`src/verilog/ppb_pkg.sv`:
```
// Package for the parallel port buffer status and split-buffer addressing block.
`default_nettype none
package ppb_pkg;
   // ****************************************
   // Register offsets (byte addresses)
   // ****************************************
   localparam logic [7:0] PPB_OFS_STATUS   = 8'h00;
   localparam logic [7:0] PPB_OFS_WRITE_TARGET_ADDRESS    = 8'h04;
   localparam logic [7:0] PPB_OFS_READ_TARGET_ADDRESS    = 8'h08;
   localparam logic [7:0] PPB_OFS_RDATA    = 8'h0C;
   localparam logic [7:0] PPB_OFS_CONTROL  = 8'h10;
   localparam logic [7:0] PPB_OFS_OUTDATA  = 8'h14;
   localparam logic [7:0] PPB_OFS_SHARED   = 8'h18;
   localparam logic [7:0] PPB_OFS_IRQ_STAT = 8'h1C;
   localparam logic [7:0] PPB_OFS_IRQ_MASK = 8'h20;
   localparam logic [7:0] PPB_OFS_INBUF0   = 8'h30;
   localparam logic [7:0] PPB_OFS_OUTBUF0  = 8'h40;
   // ****************************************
   // Field positions
   // ****************************************
   localparam int PPB_ST_IN_ALL_FULL  = 15;
   localparam int PPB_ST_IN_OVERFLOW  = 14;
   localparam int PPB_ST_IN_SLOT_LO   = 8;
   localparam int PPB_ST_OUT_ALL_EMPT = 7;
   localparam int PPB_ST_OUT_UNDERFL  = 6;
   localparam int PPB_ST_OUT_SLOT_LO  = 0;
   localparam int PPB_CTL_CSF_LO      = 6;
   localparam int PPB_CTL_WIDE        = 10;
   localparam int PPB_CTL_SLAVE       = 16;
   localparam int PPB_CTL_SPLIT       = 17;
   localparam int PPB_IRQ_OVERFLOW    = 0;
   localparam int PPB_IRQ_UNDERFLOW   = 1;
   localparam int PPB_IRQ_START       = 2;
   localparam int PPB_IRQ_CAPTURE     = 3;
   // ****************************************
   // Reset values
   // ****************************************
   localparam logic [15:0] PPB_RST_ADDR = 16'h0000;
   localparam logic [15:0] PPB_RST_DATA = 16'h0000;
   localparam logic [3:0]  PPB_RST_OUT_EMPTY = 4'hF;
   localparam logic [3:0]  PPB_RST_IN_FULL   = 4'h0;
   // ****************************************
   // Types
   // ****************************************
   typedef enum logic [1:0] {
      PPB_CSF_ADDR   = 2'b00,
      PPB_CSF_CS2    = 2'b01,
      PPB_CSF_BOTH   = 2'b10,
      PPB_CSF_RSVD   = 2'b11
   } ppb_csf_e;
   typedef struct packed {
      logic [7:0]  addr;
      logic [31:0] wdata;
      logic        wr;
      logic        rd;
   } ppb_bus_req_s;
   typedef struct packed {
      logic        select_two;
      logic        select_one;
      logic [15:0] address;
   } ppb_target_s;
endpackage
`default_nettype wire

```
`src/verilog/ppb_core.sv`:
```
// Buffer status flags and split-buffer master addressing of the parallel port.
//
// The placing of the registers and the strobed register port are this design's own decisions.
`default_nettype none
module ppb_core
   import ppb_pkg::*;
#(
   parameter int SLOTS = 4
) (
   input  wire logic        clk,
   input  wire logic        rst,
   input  wire logic [7:0]  reg_addr,
   input  wire logic [31:0] reg_wdata,
   input  wire logic        reg_wr,
   input  wire logic        reg_rd,
   output logic      [31:0] reg_rdata,
   output logic             irq,
   input  wire logic        host_wr_n,
   input  wire logic        host_rd_n,
   input  wire logic [1:0]  host_slot,
   input  wire logic [7:0]  host_wdata,
   output logic      [7:0]  host_rdata,
   output logic             txn_start,
   output logic             txn_is_write,
   output logic      [15:0] txn_address,
   output logic             txn_select_two,
   output logic             txn_select_one,
   input  wire logic        txn_rdata_valid,
   input  wire logic [15:0] txn_rdata
);
   if (SLOTS != 4) begin : g_bad_slots
      $error("ppb_core serves exactly four slots");
   end

   // ****************************************
   // Host strobe synchronisers
   // ****************************************
   logic [2:0] wr_sync_q;
   logic [2:0] rd_sync_q;
   logic [2:0][1:0] slot_sync_q;
   logic [2:0][7:0] data_sync_q;
   logic       wr_level_q;
   logic       rd_level_q;
   logic       host_wr_pulse;
   logic       host_rd_pulse;

   always_ff @(posedge clk or posedge rst) begin
      if (rst) begin
         wr_sync_q  <= 3'h7;
         rd_sync_q  <= 3'h7;
         slot_sync_q <= 6'h00;
         data_sync_q <= 24'h000000;
         wr_level_q <= 1'b1;
         rd_level_q <= 1'b1;
      end else begin
         wr_sync_q <= {wr_sync_q[1:0], host_wr_n};
         rd_sync_q <= {rd_sync_q[1:0], host_rd_n};
         slot_sync_q <= {slot_sync_q[1:0], host_slot};
         data_sync_q <= {data_sync_q[1:0], host_wdata};
         if (wr_sync_q[1] == wr_sync_q[2]) begin
            wr_level_q <= wr_sync_q[2];
         end
         if (rd_sync_q[1] == rd_sync_q[2]) begin
            rd_level_q <= rd_sync_q[2];
         end
      end
   end

   // A strobe counts when its agreed level falls from high to low.
   assign host_wr_pulse = wr_level_q & ~wr_sync_q[2] & (wr_sync_q[1] == wr_sync_q[2]);
   assign host_rd_pulse = rd_level_q & ~rd_sync_q[2] & (rd_sync_q[1] == rd_sync_q[2]);

   // ****************************************
   // Control registers
   // ****************************************
   logic [31:0] control_q;
   logic [15:0] write_target_address_q;
   logic [15:0] read_target_address_q;
   logic [15:0] rcap_q;
   logic [15:0] outdata_q;
   logic [15:0] shared_q;
   logic [3:0]  irq_mask_q;
   logic        split_en;
   logic        slave_en;
   ppb_csf_e    chip_select_function;
   logic        bus_wr;
   logic        bus_rd;

   assign bus_wr   = reg_wr;
   assign bus_rd   = reg_rd;
   assign split_en = control_q[PPB_CTL_SPLIT];
   assign slave_en = control_q[PPB_CTL_SLAVE];
   assign chip_select_function      = ppb_csf_e'(control_q[PPB_CTL_CSF_LO +: 2]);

   always_ff @(posedge clk or posedge rst) begin
      if (rst) begin
         control_q  <= 32'h0000_0000;
         write_target_address_q    <= PPB_RST_ADDR;
         read_target_address_q    <= PPB_RST_ADDR;
         outdata_q  <= PPB_RST_DATA;
         irq_mask_q <= 4'h0;
      end else if (bus_wr) begin
         case (reg_addr)
            PPB_OFS_CONTROL:  control_q  <= reg_wdata;
            PPB_OFS_WRITE_TARGET_ADDRESS:    write_target_address_q    <= reg_wdata[15:0];
            PPB_OFS_READ_TARGET_ADDRESS:    read_target_address_q    <= reg_wdata[15:0];
            PPB_OFS_OUTDATA:  outdata_q  <= reg_wdata[15:0];
            PPB_OFS_IRQ_MASK: irq_mask_q <= reg_wdata[3:0];
            default: ;
         endcase
      end
   end

   // ****************************************
   // Read capture and shared input data
   // ****************************************
   always_ff @(posedge clk or posedge rst) begin
      if (rst) begin
         rcap_q   <= PPB_RST_DATA;
         shared_q <= PPB_RST_DATA;
      end else begin
         if (bus_wr && reg_addr == PPB_OFS_RDATA) begin
            rcap_q <= reg_wdata[15:0];
         end
         if (bus_wr && reg_addr == PPB_OFS_SHARED) begin
            shared_q <= reg_wdata[15:0];
         end
         if (txn_rdata_valid) begin
            if (split_en) begin
               rcap_q <= txn_rdata;
            end else begin
               shared_q <= txn_rdata;
            end
         end
      end
   end

   // ****************************************
   // Split-buffer transaction launch
   // ****************************************
   ppb_target_s wtarget;
   ppb_target_s rtarget;
   logic        msb_write;
   logic        launch;

   always_comb begin
      wtarget.address = {2'b00, write_target_address_q[13:0]};
      wtarget.select_two = (chip_select_function == PPB_CSF_BOTH) || (chip_select_function == PPB_CSF_CS2) ? write_target_address_q[15] : 1'b0;
      if (chip_select_function == PPB_CSF_ADDR) begin
         wtarget.address[15] = write_target_address_q[15];
      end
      wtarget.select_one = (chip_select_function == PPB_CSF_BOTH) ? write_target_address_q[14] : 1'b0;
      if (chip_select_function == PPB_CSF_ADDR || chip_select_function == PPB_CSF_CS2) begin
         wtarget.address[14] = write_target_address_q[14];
      end
      rtarget.address = {2'b00, read_target_address_q[13:0]};
      rtarget.select_two = (chip_select_function == PPB_CSF_BOTH) || (chip_select_function == PPB_CSF_CS2) ? read_target_address_q[15] : 1'b0;
      if (!rtarget.select_two) begin
         rtarget.address[15] = read_target_address_q[15];
      end
      rtarget.select_one = (chip_select_function == PPB_CSF_BOTH) ? read_target_address_q[14] : 1'b0;
      if (chip_select_function != PPB_CSF_BOTH) begin
         rtarget.address[14] = read_target_address_q[14];
      end
   end

   assign msb_write = bus_wr && reg_addr == PPB_OFS_OUTDATA;
   assign launch = msb_write && split_en && !slave_en;

   always_ff @(posedge clk or posedge rst) begin
      if (rst) begin
         txn_start      <= 1'b0;
         txn_is_write   <= 1'b0;
         txn_address    <= PPB_RST_ADDR;
         txn_select_two <= 1'b0;
         txn_select_one <= 1'b0;
      end else begin
         txn_start <= launch;
         if (launch) begin
            txn_is_write   <= 1'b1;
            txn_address    <= wtarget.address;
            txn_select_two <= wtarget.select_two;
            txn_select_one <= wtarget.select_one;
         end else if (bus_rd && reg_addr == PPB_OFS_RDATA && split_en && !slave_en) begin
            txn_is_write   <= 1'b0;
            txn_address    <= rtarget.address;
            txn_select_two <= rtarget.select_two;
            txn_select_one <= rtarget.select_one;
         end
      end
   end

   // ****************************************
   // Slave buffers and status flags
   // ****************************************
   logic [7:0] inbuf_q  [SLOTS];
   logic [7:0] outbuf_q [SLOTS];
   logic [SLOTS-1:0] in_full_q;
   logic [SLOTS-1:0] out_empty_q;
   logic       overflow_q;
   logic       underflow_q;
   logic       host_wr_ok;
   logic       host_rd_ok;

   assign host_wr_ok = host_wr_pulse && slave_en;
   assign host_rd_ok = host_rd_pulse && slave_en;

   genvar g;
   generate
      for (g = 0; g < SLOTS; g++) begin : g_slot
         always_ff @(posedge clk or posedge rst) begin
            if (rst) begin
               inbuf_q[g]     <= 8'h00;
               outbuf_q[g]    <= 8'h00;
               in_full_q[g]   <= PPB_RST_IN_FULL[g];
               out_empty_q[g] <= PPB_RST_OUT_EMPTY[g];
            end else begin
               if (host_wr_ok && slot_sync_q[2] == 2'(g) && !in_full_q[g]) begin
                  inbuf_q[g]   <= data_sync_q[2];
                  in_full_q[g] <= 1'b1;
               end else if (bus_rd && reg_addr == PPB_OFS_INBUF0 + 8'(4 * g)) begin
                  in_full_q[g] <= 1'b0;
               end
               if (bus_wr && reg_addr == PPB_OFS_OUTBUF0 + 8'(4 * g)) begin
                  outbuf_q[g]    <= reg_wdata[7:0];
                  out_empty_q[g] <= 1'b0;
               end else if (host_rd_ok && slot_sync_q[2] == 2'(g)) begin
                  out_empty_q[g] <= 1'b1;
               end
            end
         end
      end
   endgenerate

   always_ff @(posedge clk or posedge rst) begin
      if (rst) begin
         host_rdata <= 8'h00;
      end else if (host_rd_ok) begin
         host_rdata <= outbuf_q[slot_sync_q[2]];
      end
   end

   logic set_ovf;
   logic set_unf;
   logic clr_ovf;
   logic clr_unf;

   assign set_ovf = host_wr_ok && in_full_q[slot_sync_q[2]];
   assign set_unf = host_rd_ok && out_empty_q[slot_sync_q[2]];
   assign clr_ovf = bus_wr && reg_addr == PPB_OFS_STATUS && !reg_wdata[PPB_ST_IN_OVERFLOW];
   assign clr_unf = bus_wr && reg_addr == PPB_OFS_STATUS && !reg_wdata[PPB_ST_OUT_UNDERFL];

   always_ff @(posedge clk or posedge rst) begin
      if (rst) begin
         overflow_q  <= 1'b0;
         underflow_q <= 1'b0;
      end else begin
         if (set_ovf) begin
            overflow_q <= 1'b1;
         end else if (clr_ovf) begin
            overflow_q <= 1'b0;
         end
         if (set_unf) begin
            underflow_q <= 1'b1;
         end else if (clr_unf) begin
            underflow_q <= 1'b0;
         end
      end
   end

   logic [15:0] status;
   always_comb begin
      status = 16'h0000;
      status[PPB_ST_IN_ALL_FULL] = &in_full_q;
      status[PPB_ST_IN_OVERFLOW] = overflow_q;
      status[PPB_ST_IN_SLOT_LO +: 4] = in_full_q;
      status[PPB_ST_OUT_ALL_EMPT] = &out_empty_q;
      status[PPB_ST_OUT_UNDERFL] = underflow_q;
      status[PPB_ST_OUT_SLOT_LO +: 4] = out_empty_q;
   end

   // ****************************************
   // Interrupts
   // ****************************************
   logic [3:0] irq_stat_q;
   logic [3:0] irq_set;
   assign irq_set = {txn_rdata_valid && split_en, launch, set_unf, set_ovf};

   always_ff @(posedge clk or posedge rst) begin
      if (rst) begin
         irq_stat_q <= 4'h0;
      end else if (bus_rd && reg_addr == PPB_OFS_IRQ_STAT) begin
         irq_stat_q <= irq_set;
      end else begin
         irq_stat_q <= irq_stat_q | irq_set;
      end
   end

   assign irq = |(irq_stat_q & irq_mask_q);

   // ****************************************
   // Read data
   // ****************************************
   always_ff @(posedge clk or posedge rst) begin
      if (rst) begin
         reg_rdata <= 32'h0000_0000;
      end else if (bus_rd) begin
         case (reg_addr)
            PPB_OFS_STATUS:   reg_rdata <= {16'h0000, status};
            PPB_OFS_WRITE_TARGET_ADDRESS:    reg_rdata <= {16'h0000, write_target_address_q};
            PPB_OFS_READ_TARGET_ADDRESS:    reg_rdata <= {16'h0000, read_target_address_q};
            PPB_OFS_RDATA:    reg_rdata <= {16'h0000, rcap_q};
            PPB_OFS_CONTROL:  reg_rdata <= control_q;
            PPB_OFS_OUTDATA:  reg_rdata <= {16'h0000, outdata_q};
            PPB_OFS_SHARED:   reg_rdata <= {16'h0000, shared_q};
            PPB_OFS_IRQ_STAT: reg_rdata <= {28'h0000000, irq_stat_q};
            PPB_OFS_IRQ_MASK: reg_rdata <= {28'h0000000, irq_mask_q};
            PPB_OFS_INBUF0:          reg_rdata <= {24'h000000, inbuf_q[0]};
            PPB_OFS_INBUF0 + 8'h04:  reg_rdata <= {24'h000000, inbuf_q[1]};
            PPB_OFS_INBUF0 + 8'h08:  reg_rdata <= {24'h000000, inbuf_q[2]};
            PPB_OFS_INBUF0 + 8'h0C:  reg_rdata <= {24'h000000, inbuf_q[3]};
            default:          reg_rdata <= 32'h0000_0000;
         endcase
      end else begin
         reg_rdata <= 32'h0000_0000;
      end
   end
endmodule
`default_nettype wire

```
`config.mk`:
```
export PLATFORM = sky130hd
export DESIGN_NAME = ppb_core
export DESIGN_NICKNAME = d
export VERILOG_FILES = /design/src/verilog/ppb_pkg.sv /design/src/verilog/ppb_core.sv
export SDC_FILE = /design/constraint.sdc
export NUM_CORES = 1
export LEC_CHECK = 0
export ABC_AREA = 1
export BUFFER_PORTS_ARGS = -buffer_cell sky130_fd_sc_hd__buf_2
export CAP_MARGIN = 15
export CORE_MARGIN = 8
export CORE_UTILIZATION = 59
export DETAILED_ROUTE_END_ITERATION = 16
export MAX_ROUTING_LAYER = met4
export PLACE_DENSITY = 0.78
export RECOVER_POWER = 100
export SETUP_SLACK_MARGIN = 0.2
export SLEW_MARGIN = 30
export SYNTH_ARGS = -nofsm -noshare
export SYNTH_HDL_FRONTEND = slang
export SYNTH_SLANG_ARGS = --single-unit
export TNS_END_PERCENT = 1
```
`constraint.sdc`:
```
create_clock -name clk -period 13.01 [get_ports clk]
set_clock_uncertainty 0.05 [all_clocks]
set_input_delay 2.602 -clock clk [delete_from_list [all_inputs] [get_ports clk]]
set_output_delay 2.602 -clock clk [all_outputs]
set_load 0.01 [all_outputs]
```
==> results of run 1 <==
-- worst register-to-register path, stage by stage, from the launching register on --
cell and delay (ns):
dfrtp_1 0.44, inv_1 0.18, nor2_1 0.13, nand2_1 0.95, clkinvlp_2 0.98, nor3_1 0.38
nor2_1 0.08
-- cell usage after synthesis (2+ instances only) --
| cell | number |
|---|---|
| a21oi_1 | 7 |
| a22oi_1 | 14 |
| a31oi_1 | 7 |
| a41oi_1 | 5 |
| buf_2 | 17 |
| buf_4 | 2 |
| buf_6 | 4 |
| clkbuf_1 | 38 |
| clkinv_1 | 4 |
| dfrtp_1 | 280 |
| dfstp_2 | 12 |
| ha_1 | 2 |
| inv_1 | 103 |
| mux2_1 | 6 |
| mux2_2 | 8 |
| nand2_1 | 382 |
| nand2_2 | 4 |
| nand3_1 | 97 |
| nand4_1 | 9 |
| nor2_1 | 142 |
| nor2_2 | 7 |
| nor2_4 | 3 |
| nor3_1 | 17 |
| o211ai_1 | 8 |
| o21ai_0 | 175 |
| o21ai_1 | 16 |
| o22ai_1 | 20 |
-- worst max-delay path by stage --
| stage | endpoint | depth (start not counted) |
|---|---|---|
| after floorplan | control_q[0] | 1 |
| after global placement | txn_select_one | 12 |
| after detailed placement | read_target_address_q[12] | 6 |
| after CTS | read_target_address_q[0] | 6 |
| after global routing | control_q[25] | 2 |
| final | host_rdata[2] | 2 |
-- state kept, by name (all words and copies together) (netlist names), 6 cells and up --
signal	cells
outbuf_q	32
host_rdata	8
reg_rdata	32
control_q	32
outdata_q	16
write_target_address_q	16
data_sync_q	24
read_target_address_q	16
slot_sync_q	6
rcap_q	16
shared_q	16
inbuf_q	32
txn_address	16
-- area by class of cell --
| cell class | instances | area [um2] |
|---|---|---|
| clock inverters | 8 | 97.6 |
| flip-flops and latches | 292 | 7320 |
| fillers | 1715 | 6760 |
| well taps | 275 | 344 |
| clock buffers | 48 | 950 |
| inverters | 109 | 412 |
| diodes | 1 | 2.50 |
| multi-input cells | 939 | 4300 |
| repair buffers | 140 | 637 |
-- power breakdown --
group	switching, W	leakage (nW)	internal [W]	total, W
Combinational	0.0000934	2.57	0.0000467	0.000140
Sequential	0.0000406	3.75	0.000974	0.00101
Clock	0.000355	0.509	0.000537	0.000893
Total	0.000489	6.83	0.00156	0.00205
-- layer usage --
metal,part of all wire,GRT usage,up-vias
met4,0.046,0.129,0
met5,0,-,-
met3,0.083,0.0566,103
li1,-,-,4791
met2,0.47,0.416,492
met1,0.40,0.337,4882
-- placed cells by master, fill, tap and decap left out, types with 6 or more instances in the layout --
master     count
nor3_1        18
dfstp_2       10
a31oi_1        7
nor2_1       148
a21oi_1        7
nand4_1        9
clkbuf_1      73
o21ai_0      179
mux2_2         8
mux2_1         6
o22ai_1       20
clkbuf_16     31
clkbuf_8      11
nand3_1       97
a22oi_1       14
buf_2         68
o21ai_1       12
dfrtp_1      280
nand2_1      382
inv_1        103
o211ai_1       8
-- metrics by stage --
stage	utilization	instance area [um2]	hold WS, ns
6_report	0.675	14100	0.293
5_1_grt	0.675	14100	0.303
4_1_cts	0.683	14200	0.298
3_5_place_dp	0.632	13200	0.285
3_3_place_gp	0.632	13200	0.282
2_1_floorplan	-	12400	0.281
-- cell families after synthesis --
family,Yosys count
compound gates,255
flops,292
mux,14
buf+inv,171
fa+ha+maj,3
simple gates,667
==> impl_results.md, run 1 <==
* Routed wire length at approximately 34000 um
* DR WL/cell at between 15 and 20 um
* Vias at 10300
* Number of enable flip-flop cells after synthesis at 0
* 1st-pass router iterations at 5
* Synth Flop Type: dfrtp_1
* Hpwl dp at ~23000 um
* Sequential element share of the synthesized area at 0.591
* Multiplexer share of the synthesized area at 0.0127
* Path depth of the worst reg2reg path at 6
* FF-to-FF setup slack at roughly 9.7 ns
* First-pass GRT wire length at ~54000 um
* Max Fclk at 148 MHz
* Compound-Gate Fraction of Synth Area at 0.113
* Ys Warns at 0
* Setup violators final at 0
* RR Endpoint: txn_address[8]
* Critical path, cell by cell: buf_2 -> clkinvlp_2
* Failing checks: max-capacitance violations, max-slew violations
* Mapped Cells at between 1000 and 1500
* Die ar. at approximately 26000 um2
* Run status: complete, but fails checks
* RePlAce Congestion at a little under 1
* Worst-Margin Slew at roughly 6.2 ns
* Non-Filler Instances at about 1800
* FF-to-FF Start: control_q[17]
* RSZ-0062 raised after global routing: false
* Worst-Skew Late Latency at ~0.55 ns
* Final Critical Period at 6.77 ns
* Worst Setup Start Kind: primary input
* Max Cap Viol at 4
* Post-route setup TNS at 0 ns
* GRT Total Usage at 0.270
* WP buf/inv at 2
* CTS tree: done
* Synthesized cell area at ~12000 um2
* Adder-Cell Fraction of Synth Area at 0.00283
* Residual DRC count at 0
* Critical-path maximum fanout at approximately 150
* Dpl ws at between 7 and 8 ns
* Post-CTS Resized at 0
* Slew HR at -3.15
* Arrival time worst endpoint at 6.23 ns
* Leak at between 6 and 7 nW
* Vias in the first global route at just over 10000
* H-tree depth at 1
* CTS Buf Count at 30
* Final worst slack at about 6.2 ns
* Core Region at between 20000 and 25000 um2
* Synth cell types at 40
* Placement Rows at between 50 and 60
* Final hold vios at 0
* Io pins at ~130
* Starting Density at 0.595
* Final period util at 0.520
* Cell taking the most area after synthesis: dfrtp_1
* Top cells by area, synth: dfrtp_1 57%, nand2_1 12%, o21ai_0 7.1%
* Clk buf depth at 3
* Clock slew at reported path FFs at 0.06 ns
* Placed insts at between 1500 and 2000
* Post-Synth XOR/XNOR Area at 0
* Vias per inst at around 5.7
* Min-delay worst type: register to register
* Async set or reset register ratio after synthesis at 1.00
* Die Y-Extent at between 150 and 200 um
* WHS Endpoint: data_sync_q[9]
* Largest delay share family, worst path: buffers and inverters
* Peak VDD IR at around 0.00011 V
* Share of layout cells above drive strength 1 at 0.101
* Port Buf Inserts at around 130
* Syn Area/Cell at around 9 um2
* Top-area cell type share of the netlist area at 0.566
* DRT iter0 DRCs at between 1000 and 1500
* DIE WIDTH at 161 um
* Largest net degree at the start of global routing at approximately 150
* Largest family of logic cells by synthesized area: simple AND/OR/NAND/NOR gates
* Crit. End Element: async pin
* GRT overflow at 0
* Initial antenna violation count at 1
* Hold buffer count at cts at 0
* Antenna Nets Post-Route at 0
* Critical path launch point: rst
* Hold path depth at 0
* Hold Crit Start: data_sync_q[1]
* Setup bufs post-CTS at 0
* Net count, final at around 1600
* Overall Power at 0.00205 W
* Syn_nets at ~1500
* Layout area overhead at 13.5%
* Root Driver: clkbuf_16
* Post-Synth Simple-Gate Area at 0.224
* Yosys reg bits at around 300
* Critical Path Max Stage Delay at 3.42 ns
* Slowest stage cell on the critical path: clkinvlp_2
* Clk sinks at between 200 and 300
* Worst EP required at between 10 and 15 ns
* Max-slew violations at 241
* Crit Path Class: primary input to async pin
* Pwr per Cell Area at roughly 150 nW/um2
(Power assumes the default switching activity.)
==> run 2, diff against run 1 <==
CORE_UTILIZATION = 53   (was 59)
PLACE_DENSITY = 0.74   (was 0.78)
clock period = 5.9 ns   (was 13.01 ns; I/O delays follow)
==> impl_results.md, run 2 (synthesis results as in run 1) <==
* Leak at 6.87 nW (+0.63%)
* Worst EP required at 6.34 ns (-6.14 ns)
* Peak VDD IR at 0.000252 V (+120%)
* Placement Rows at 56 (+5.7%)
* Post-CTS Resized at 0 (unchanged)
* Run status: complete, but fails checks
* Starting Density at 0.534 (-0.0608)
* CTS tree: done
* Crit. End Element: register
* Hold buffer count at cts at 0 (unchanged)
* Final hold vios at 0 (unchanged)
* Max Fclk at approximately 230 MHz
* Clk buf depth at 3 (unchanged)
* Residual DRC count at 0 (unchanged)
* Setup bufs post-CTS at 0 (unchanged)
* Pwr per Cell Area at 320 nW/um2 (+120%)
* RSZ-0062 raised after global routing: false
* DR WL/cell at 18.2 um (-2.5%)
* Final Critical Period at approximately 4.3 ns
* DRT met1 WL at 14300 um (+5.5%)
* Worst-Skew Late Latency at 0.55 ns (about the same)
* First-pass GRT wire length at 54100 um (-0.55%)
* Port Buf Inserts at 133 (unchanged)
* Clock slew at reported path FFs at 0.06 ns (about the same)
* 1st-pass router iterations at 5 (unchanged)
* Io pins at 134 (unchanged)
* Met2 wire len at 15300 um (-3.9%)
* Setup violators final at 0 (unchanged)
* GRT overflow at 0 (unchanged)
* Slew HR at -0.632 (+2.52)
* Root Driver: clkbuf_16
* DIE WIDTH at 169 um (+5.0%)
* Path depth of the worst reg2reg path at 5 (-1)
* Final period util at 0.729
* Routed wire length at 33800 um (about the same)
* Core Region at 23200 um2 (+11%)
* H-tree depth at 1 (unchanged)
* Most frequent cells in the layout: 380 x nand2_1, 280 x dfrtp_1, 179 x o21ai_0
* Max Cap Viol at 2 (-2)
* Hpwl dp at 23200 um (-0.14%)
* RePlAce Congestion at 0.970 (+0.92%)
* Arrival time worst endpoint at 4.74 ns (-1.49 ns)
* CTS Buf Count at 30 (unchanged)
* Worst-Margin Slew at 2.45 ns (-3.75 ns)
* DRT iter0 DRCs at 1237 (+10%)
* Die ar. at 28500 um2 (+10%)
* Vias at 10200 (-0.35%)
* WHS at 0.297 ns (+0.00442 ns)
* Clk sinks at 292 (unchanged)
* Share of layout cells above drive strength 1 at 0.107 (+0.00637)
* Hold path depth at 0 (unchanged)
* Critical-path maximum fanout at 38 (-74%)
* Initial antenna violation count at 0 (-1)
* WHS Endpoint: data_sync_q[22]
* Hold Crit Start: data_sync_q[14]
* Net count, final at 1590 (+0.19%)
* RR Endpoint: txn_address[0]
* FF-to-FF setup slack at 3.29 ns (-6.41 ns)
* Vias per inst at 5.51 (-2.8%)
* Min-delay worst type: register to register
* FF-to-FF Start: control_q[16]
* Layout area overhead at 14.5%
* GRT Total Usage at 0.244 (-0.0254)
* Top sig layer: met4
* Crit Path Class: primary input to register
* Post-route setup TNS at 0 ns (unchanged)
* Failing checks: max-capacitance violations, max-slew violations
* Antenna Nets Post-Route at 0 (unchanged)
* Worst Setup Start Kind: primary input
* Largest net degree at the start of global routing at 98 (-33%)
* Number of inserted diodes at 0 (-1)
* Max-slew violations at 125 (-48%)
* Most common cell after layout, fill and taps aside: nand2_1
* DR WL met3 at 2760 um (-1.3%)
* Vias in the first global route at 10000 (-1.9%)
* Die Y-Extent at 169 um (+5.0%)
[run 2: per-stage QoR]
step	std cells	setup slack (ns)	utilization	power [W]	cell area [um2]
finish	1857	1.60	0.612	0.00454	14200
global route	1857	1.27	0.612	0.00470	14200
CTS	1857	2.66	0.617	0.00456	14300
detailed placement	1802	2.07	0.572	0.00258	13300
global placement	1802	2.26	0.571	0.00257	13300
floorplan	1402	0.805	-	0.00244	12400
[run 2: worst max-delay path by stage]
stage / start / endpoint / slack, ns / cells past startpoint
after global placement: reg_addr[1] / control_q[16] / 2.26 / 8
after floorplan: rst / control_q[0] / 0.80 / 1
after detailed placement: reg_addr[1] / control_q[3] / 2.07 / 8
final: reg_addr[5] / txn_select_one / 1.60 / 12
after global routing: reg_addr[5] / txn_select_one / 1.27 / 12
after CTS: reg_addr[1] / control_q[3] / 2.66 / 8
[run 2: where the power goes]
group,internal (W),leakage (nW),switching [W]
Combinational,0.000103,2.60,0.000207
Sequential,0.00215,3.75,0.0000893
Clock,0.00120,0.522,0.000792
[run 2: critical path, cell delays in order]
cell and delay [ns]:
clkbuf_1 0.13, inv_1 0.13, nand2_2 0.05, nor2_1 1.48, nand2_4 0.19, nor2_8 0.23, nand2_2 0.45, clkinvlp_2 0.62
nand2_1 0.09, nand2_1 0.07, nand2_1 0.05, nand2_1 0.05
[run 2: cell type report]
type / instances / area [um2]
clock buffer: 43 / 911
clock inverter: 12 / 148
fill: 2040 / 9010
inverter: 109 / 414
multi-input combinational: 939 / 4340
sequential: 292 / 7320
tap: 319 / 399
timing repair buffer: 143 / 653
[run 2: per-layer routing]
layer / GRT usage / vias up
met5: - / -
met4: 0.0932 / 0
met3: 0.0471 / 90
met2: 0.373 / 451
met1: 0.322 / 4901
li1: - / 4790
==> run 3, diff against run 2 <==
ABC_AREA = 0   (was 1)
CORE_UTILIZATION = 59   (was 53)
PLACE_DENSITY = 0.78   (was 0.74)
clock period = 4.1 ns   (was 5.9 ns; I/O delays follow)
==> impl_results.md, run 3 <==
* Run status: complete, but fails checks
* Failing checks: max-capacitance violations, max-slew violations
* Largest net degree at the start of global routing at 87 (-11%)
* Critical path, cell by cell: buf_2 -> nor4_4 -> clkbuf_1 -> nor4b_2 -> nand2_1 -> mux2_2
* Synthesized cell area at 12400 um2 (-0.14%)
* Die ar. at 25900 um2 (-9.3%)
* Antenna Nets Post-Route at 0 (unchanged)
* Root Driver: clkbuf_16
* Clk sinks at 292 (unchanged)
* Core Region at 20800 um2 (-10%)
* Net count, final at 1130 (-29%)
* Ys Warns at 0 (unchanged)
* Worst-Margin Slew at 1.99 ns (-0.460 ns)
* Critical Path Max Stage Delay at 0.98 ns (-0.50 ns)
* Setup violators final at 0 (unchanged)
* Most frequent cells in the layout: 280 x dfrtp_1, 136 x mux2_2, 70 x buf_2
* Hpwl dp at 21600 um (-6.8%)
* Sequential element share of the synthesized area at 0.592 (+0.000837)
* Peak VDD IR at 0.000407 V (+62%)
* Vias per inst at 6.27 (+14%)
* Vias at 8502 (-17%)
* Post-CTS Resized at 0 (unchanged)
* Syn Area/Cell at 13.3 um2 (+51%)
* Final hold vios at 0 (unchanged)
* Hold buffer count at cts at 0 (unchanged)
* Layout area overhead at 15.1%
* Overall Power at 0.00641 W (+41%)
* Final Critical Period at between 3 and 4 ns
* FF-to-FF setup slack at 1.69 ns (-1.60 ns)
* Residual DRC count at 0 (unchanged)
* Routed wire length at 31900 um (-5.8%)
* Most common cell after layout, fill and taps aside: dfrtp_1
* Starting Density at 0.594 (+0.0599)
* Share of layout cells above drive strength 1 at 0.292 (+0.185)
* Worst path depth at 6 (-6)
* First-pass GRT wire length at 50100 um (-7.3%)
* Critical-path maximum fanout at 25 (-34%)
* Met2 wire len at 14700 um (-3.6%)
* Most common cell in the synthesized netlist: dfrtp_1
* Port Buf Inserts at 133 (unchanged)
* Setup bufs post-CTS at 0 (unchanged)
* Crit Path Class: primary input to register
* RePlAce Congestion at 0.944 (-2.7%)
* Top cells by area, synth: dfrtp_1 57%, mux2_2 12%, mux2i_1 3.3%
* Clock slew at reported path FFs at 0.06 ns (about the same)
* Die Y-Extent at 161 um (-4.8%)
* Slowest stage cell on the critical path: clkbuf_1
* FF-to-FF Start: slot_sync_q[5]
* Mapped Cells at 927 (-34%)
* DR WL met3 at 3120 um (+13%)
* Yosys reg bits at 292 (unchanged)
* Number of enable flip-flop cells after synthesis at 0 (unchanged)
* Most frequent cells after synthesis: 280 x dfrtp_1, 137 x mux2_2, 57 x nand2_1, 41 x mux2i_1, 36 x clkbuf_1
* GRT Total Usage at 0.251 (+0.00696)
* Top sig layer: met4
* Async set or reset register ratio after synthesis at 1.00 (unchanged)
* Largest delay share family, worst path: buffers and inverters
* Io pins at 134 (unchanged)
* Initial antenna violation count at 2 (+2)
* Synth cell types at 60 (+50%)
* Synth Flop Type: dfrtp_1
* WP buf/inv at 2 (-1)
* Final period util at 0.813
* Worst-Skew Late Latency at 0.55 ns (about the same)
* Max Cap Viol at 2 (unchanged)
* RR Endpoint: inbuf_q[2]
* Clk buf depth at 3 (unchanged)
* GRT overflow at 0 (unchanged)
* Placement Rows at 53 (-5.4%)
* DR WL/cell at 23.5 um (+29%)
* Slew HR at -0.326 (+0.307)
* H-tree depth at 1 (unchanged)
* 1st-pass router iterations at 5 (unchanged)
* Worst EP required at 4.48 ns (-1.86 ns)
* DRT met1 WL at 12900 um (-10%)
* Path depth of the worst reg2reg path at 4 (-1)
* Cell taking the most area after synthesis: dfrtp_1
* Crit. End Element: register
* Syn_nets at 1002 (-32%)
* DIE WIDTH at 161 um (-4.8%)
* CTS Buf Count at 30 (unchanged)
* DRT iter0 DRCs at 777 (-37%)
* Worst Setup Start Kind: primary input
* RSZ-0062 raised after global routing: false
* Top-area cell type share of the netlist area at 0.566 (+0.000801)
* Leak at 6.96 nW (+1.3%)
* Max-slew violations at 115 (-8.0%)
* CTS tree: done
* Max Fclk at around 300 MHz
* Arrival time worst endpoint at 3.71 ns (-1.03 ns)
* Vias in the first global route at 8766 (-13%)
* Pwr per Cell Area at 450 nW/um2 (+41%)
* Min-delay worst type: primary input to async pin
* Post-route setup TNS at 0 ns (unchanged)
run 3: worst max-delay path by stage:
stage	start	end
final	reg_addr[2]	irq_mask_q[3]
after global routing	reg_addr[4]	control_q[22]
after CTS	reg_addr[2]	write_target_address_q[12]
after detailed placement	reg_addr[2]	write_target_address_q[12]
after global placement	reg_addr[2]	write_target_address_q[7]
after floorplan	rst	control_q[0]
run 3: area by class of cell:
cell class	instances	area, um2
clock buffers	39	886
repair buffers	159	779
inverters	6	23.8
well taps	275	344
flip-flops and latches	292	7320
clock inverters	17	179
diodes	2	5.00
fillers	1531	6580
multi-input cells	566	4700
run 3: worst reg2reg max path: cells and delay by family, from the launching register on:
| kind | cells | cell delay (ns) |
|---|---|---|
| flops | 1 | 0.83 |
| buf+inv | 2 | 0.74 |
| mux | 1 | 0.41 |
| simple gates | 1 | 0.27 |
run 3: cell families after synthesis:
kind of cell / Yosys count / synth area share
flip-flops: 292 / 0.592
multiplexers: 220 / 0.207
AND/OR/NAND/NOR: 184 / 0.0843
AO/OA/AOI/OAI: 158 / 0.0876
buffers and inverters: 69 / 0.0255
adder cells (fa/ha/maj): 4 / 0.00364
run 3: power breakdown:
part / switching (W) / internal (W)
logic: 0.000232 / 0.000171
clock network: 0.00114 / 0.00171
registers: 0.000111 / 0.00304
total: 0.00148 / 0.00492
run 3: layer usage:
| metal | GRT usage | vias up |
|---|---|---|
| li1 | - | 3662 |
| met3 | 0.0522 | 98 |
| met4 | 0.0926 | 0 |
| met5 | - | - |
| met1 | 0.333 | 4283 |
| met2 | 0.380 | 459 |
run 3: through the flow:
stage	instances	worst slack, ns	hold slack, ns	util	cell area, um2
6_report	1356	0.766	0.263	0.684	14200
5_1_grt	1356	0.664	0.292	0.684	14200
4_1_cts	1353	1.39	0.297	0.692	14400
3_5_place_dp	1297	0.811	0.285	0.641	13300
3_3_place_gp	1297	0.883	0.284	0.641	13300
2_1_floorplan	927	-0.635	0.281	-	12400
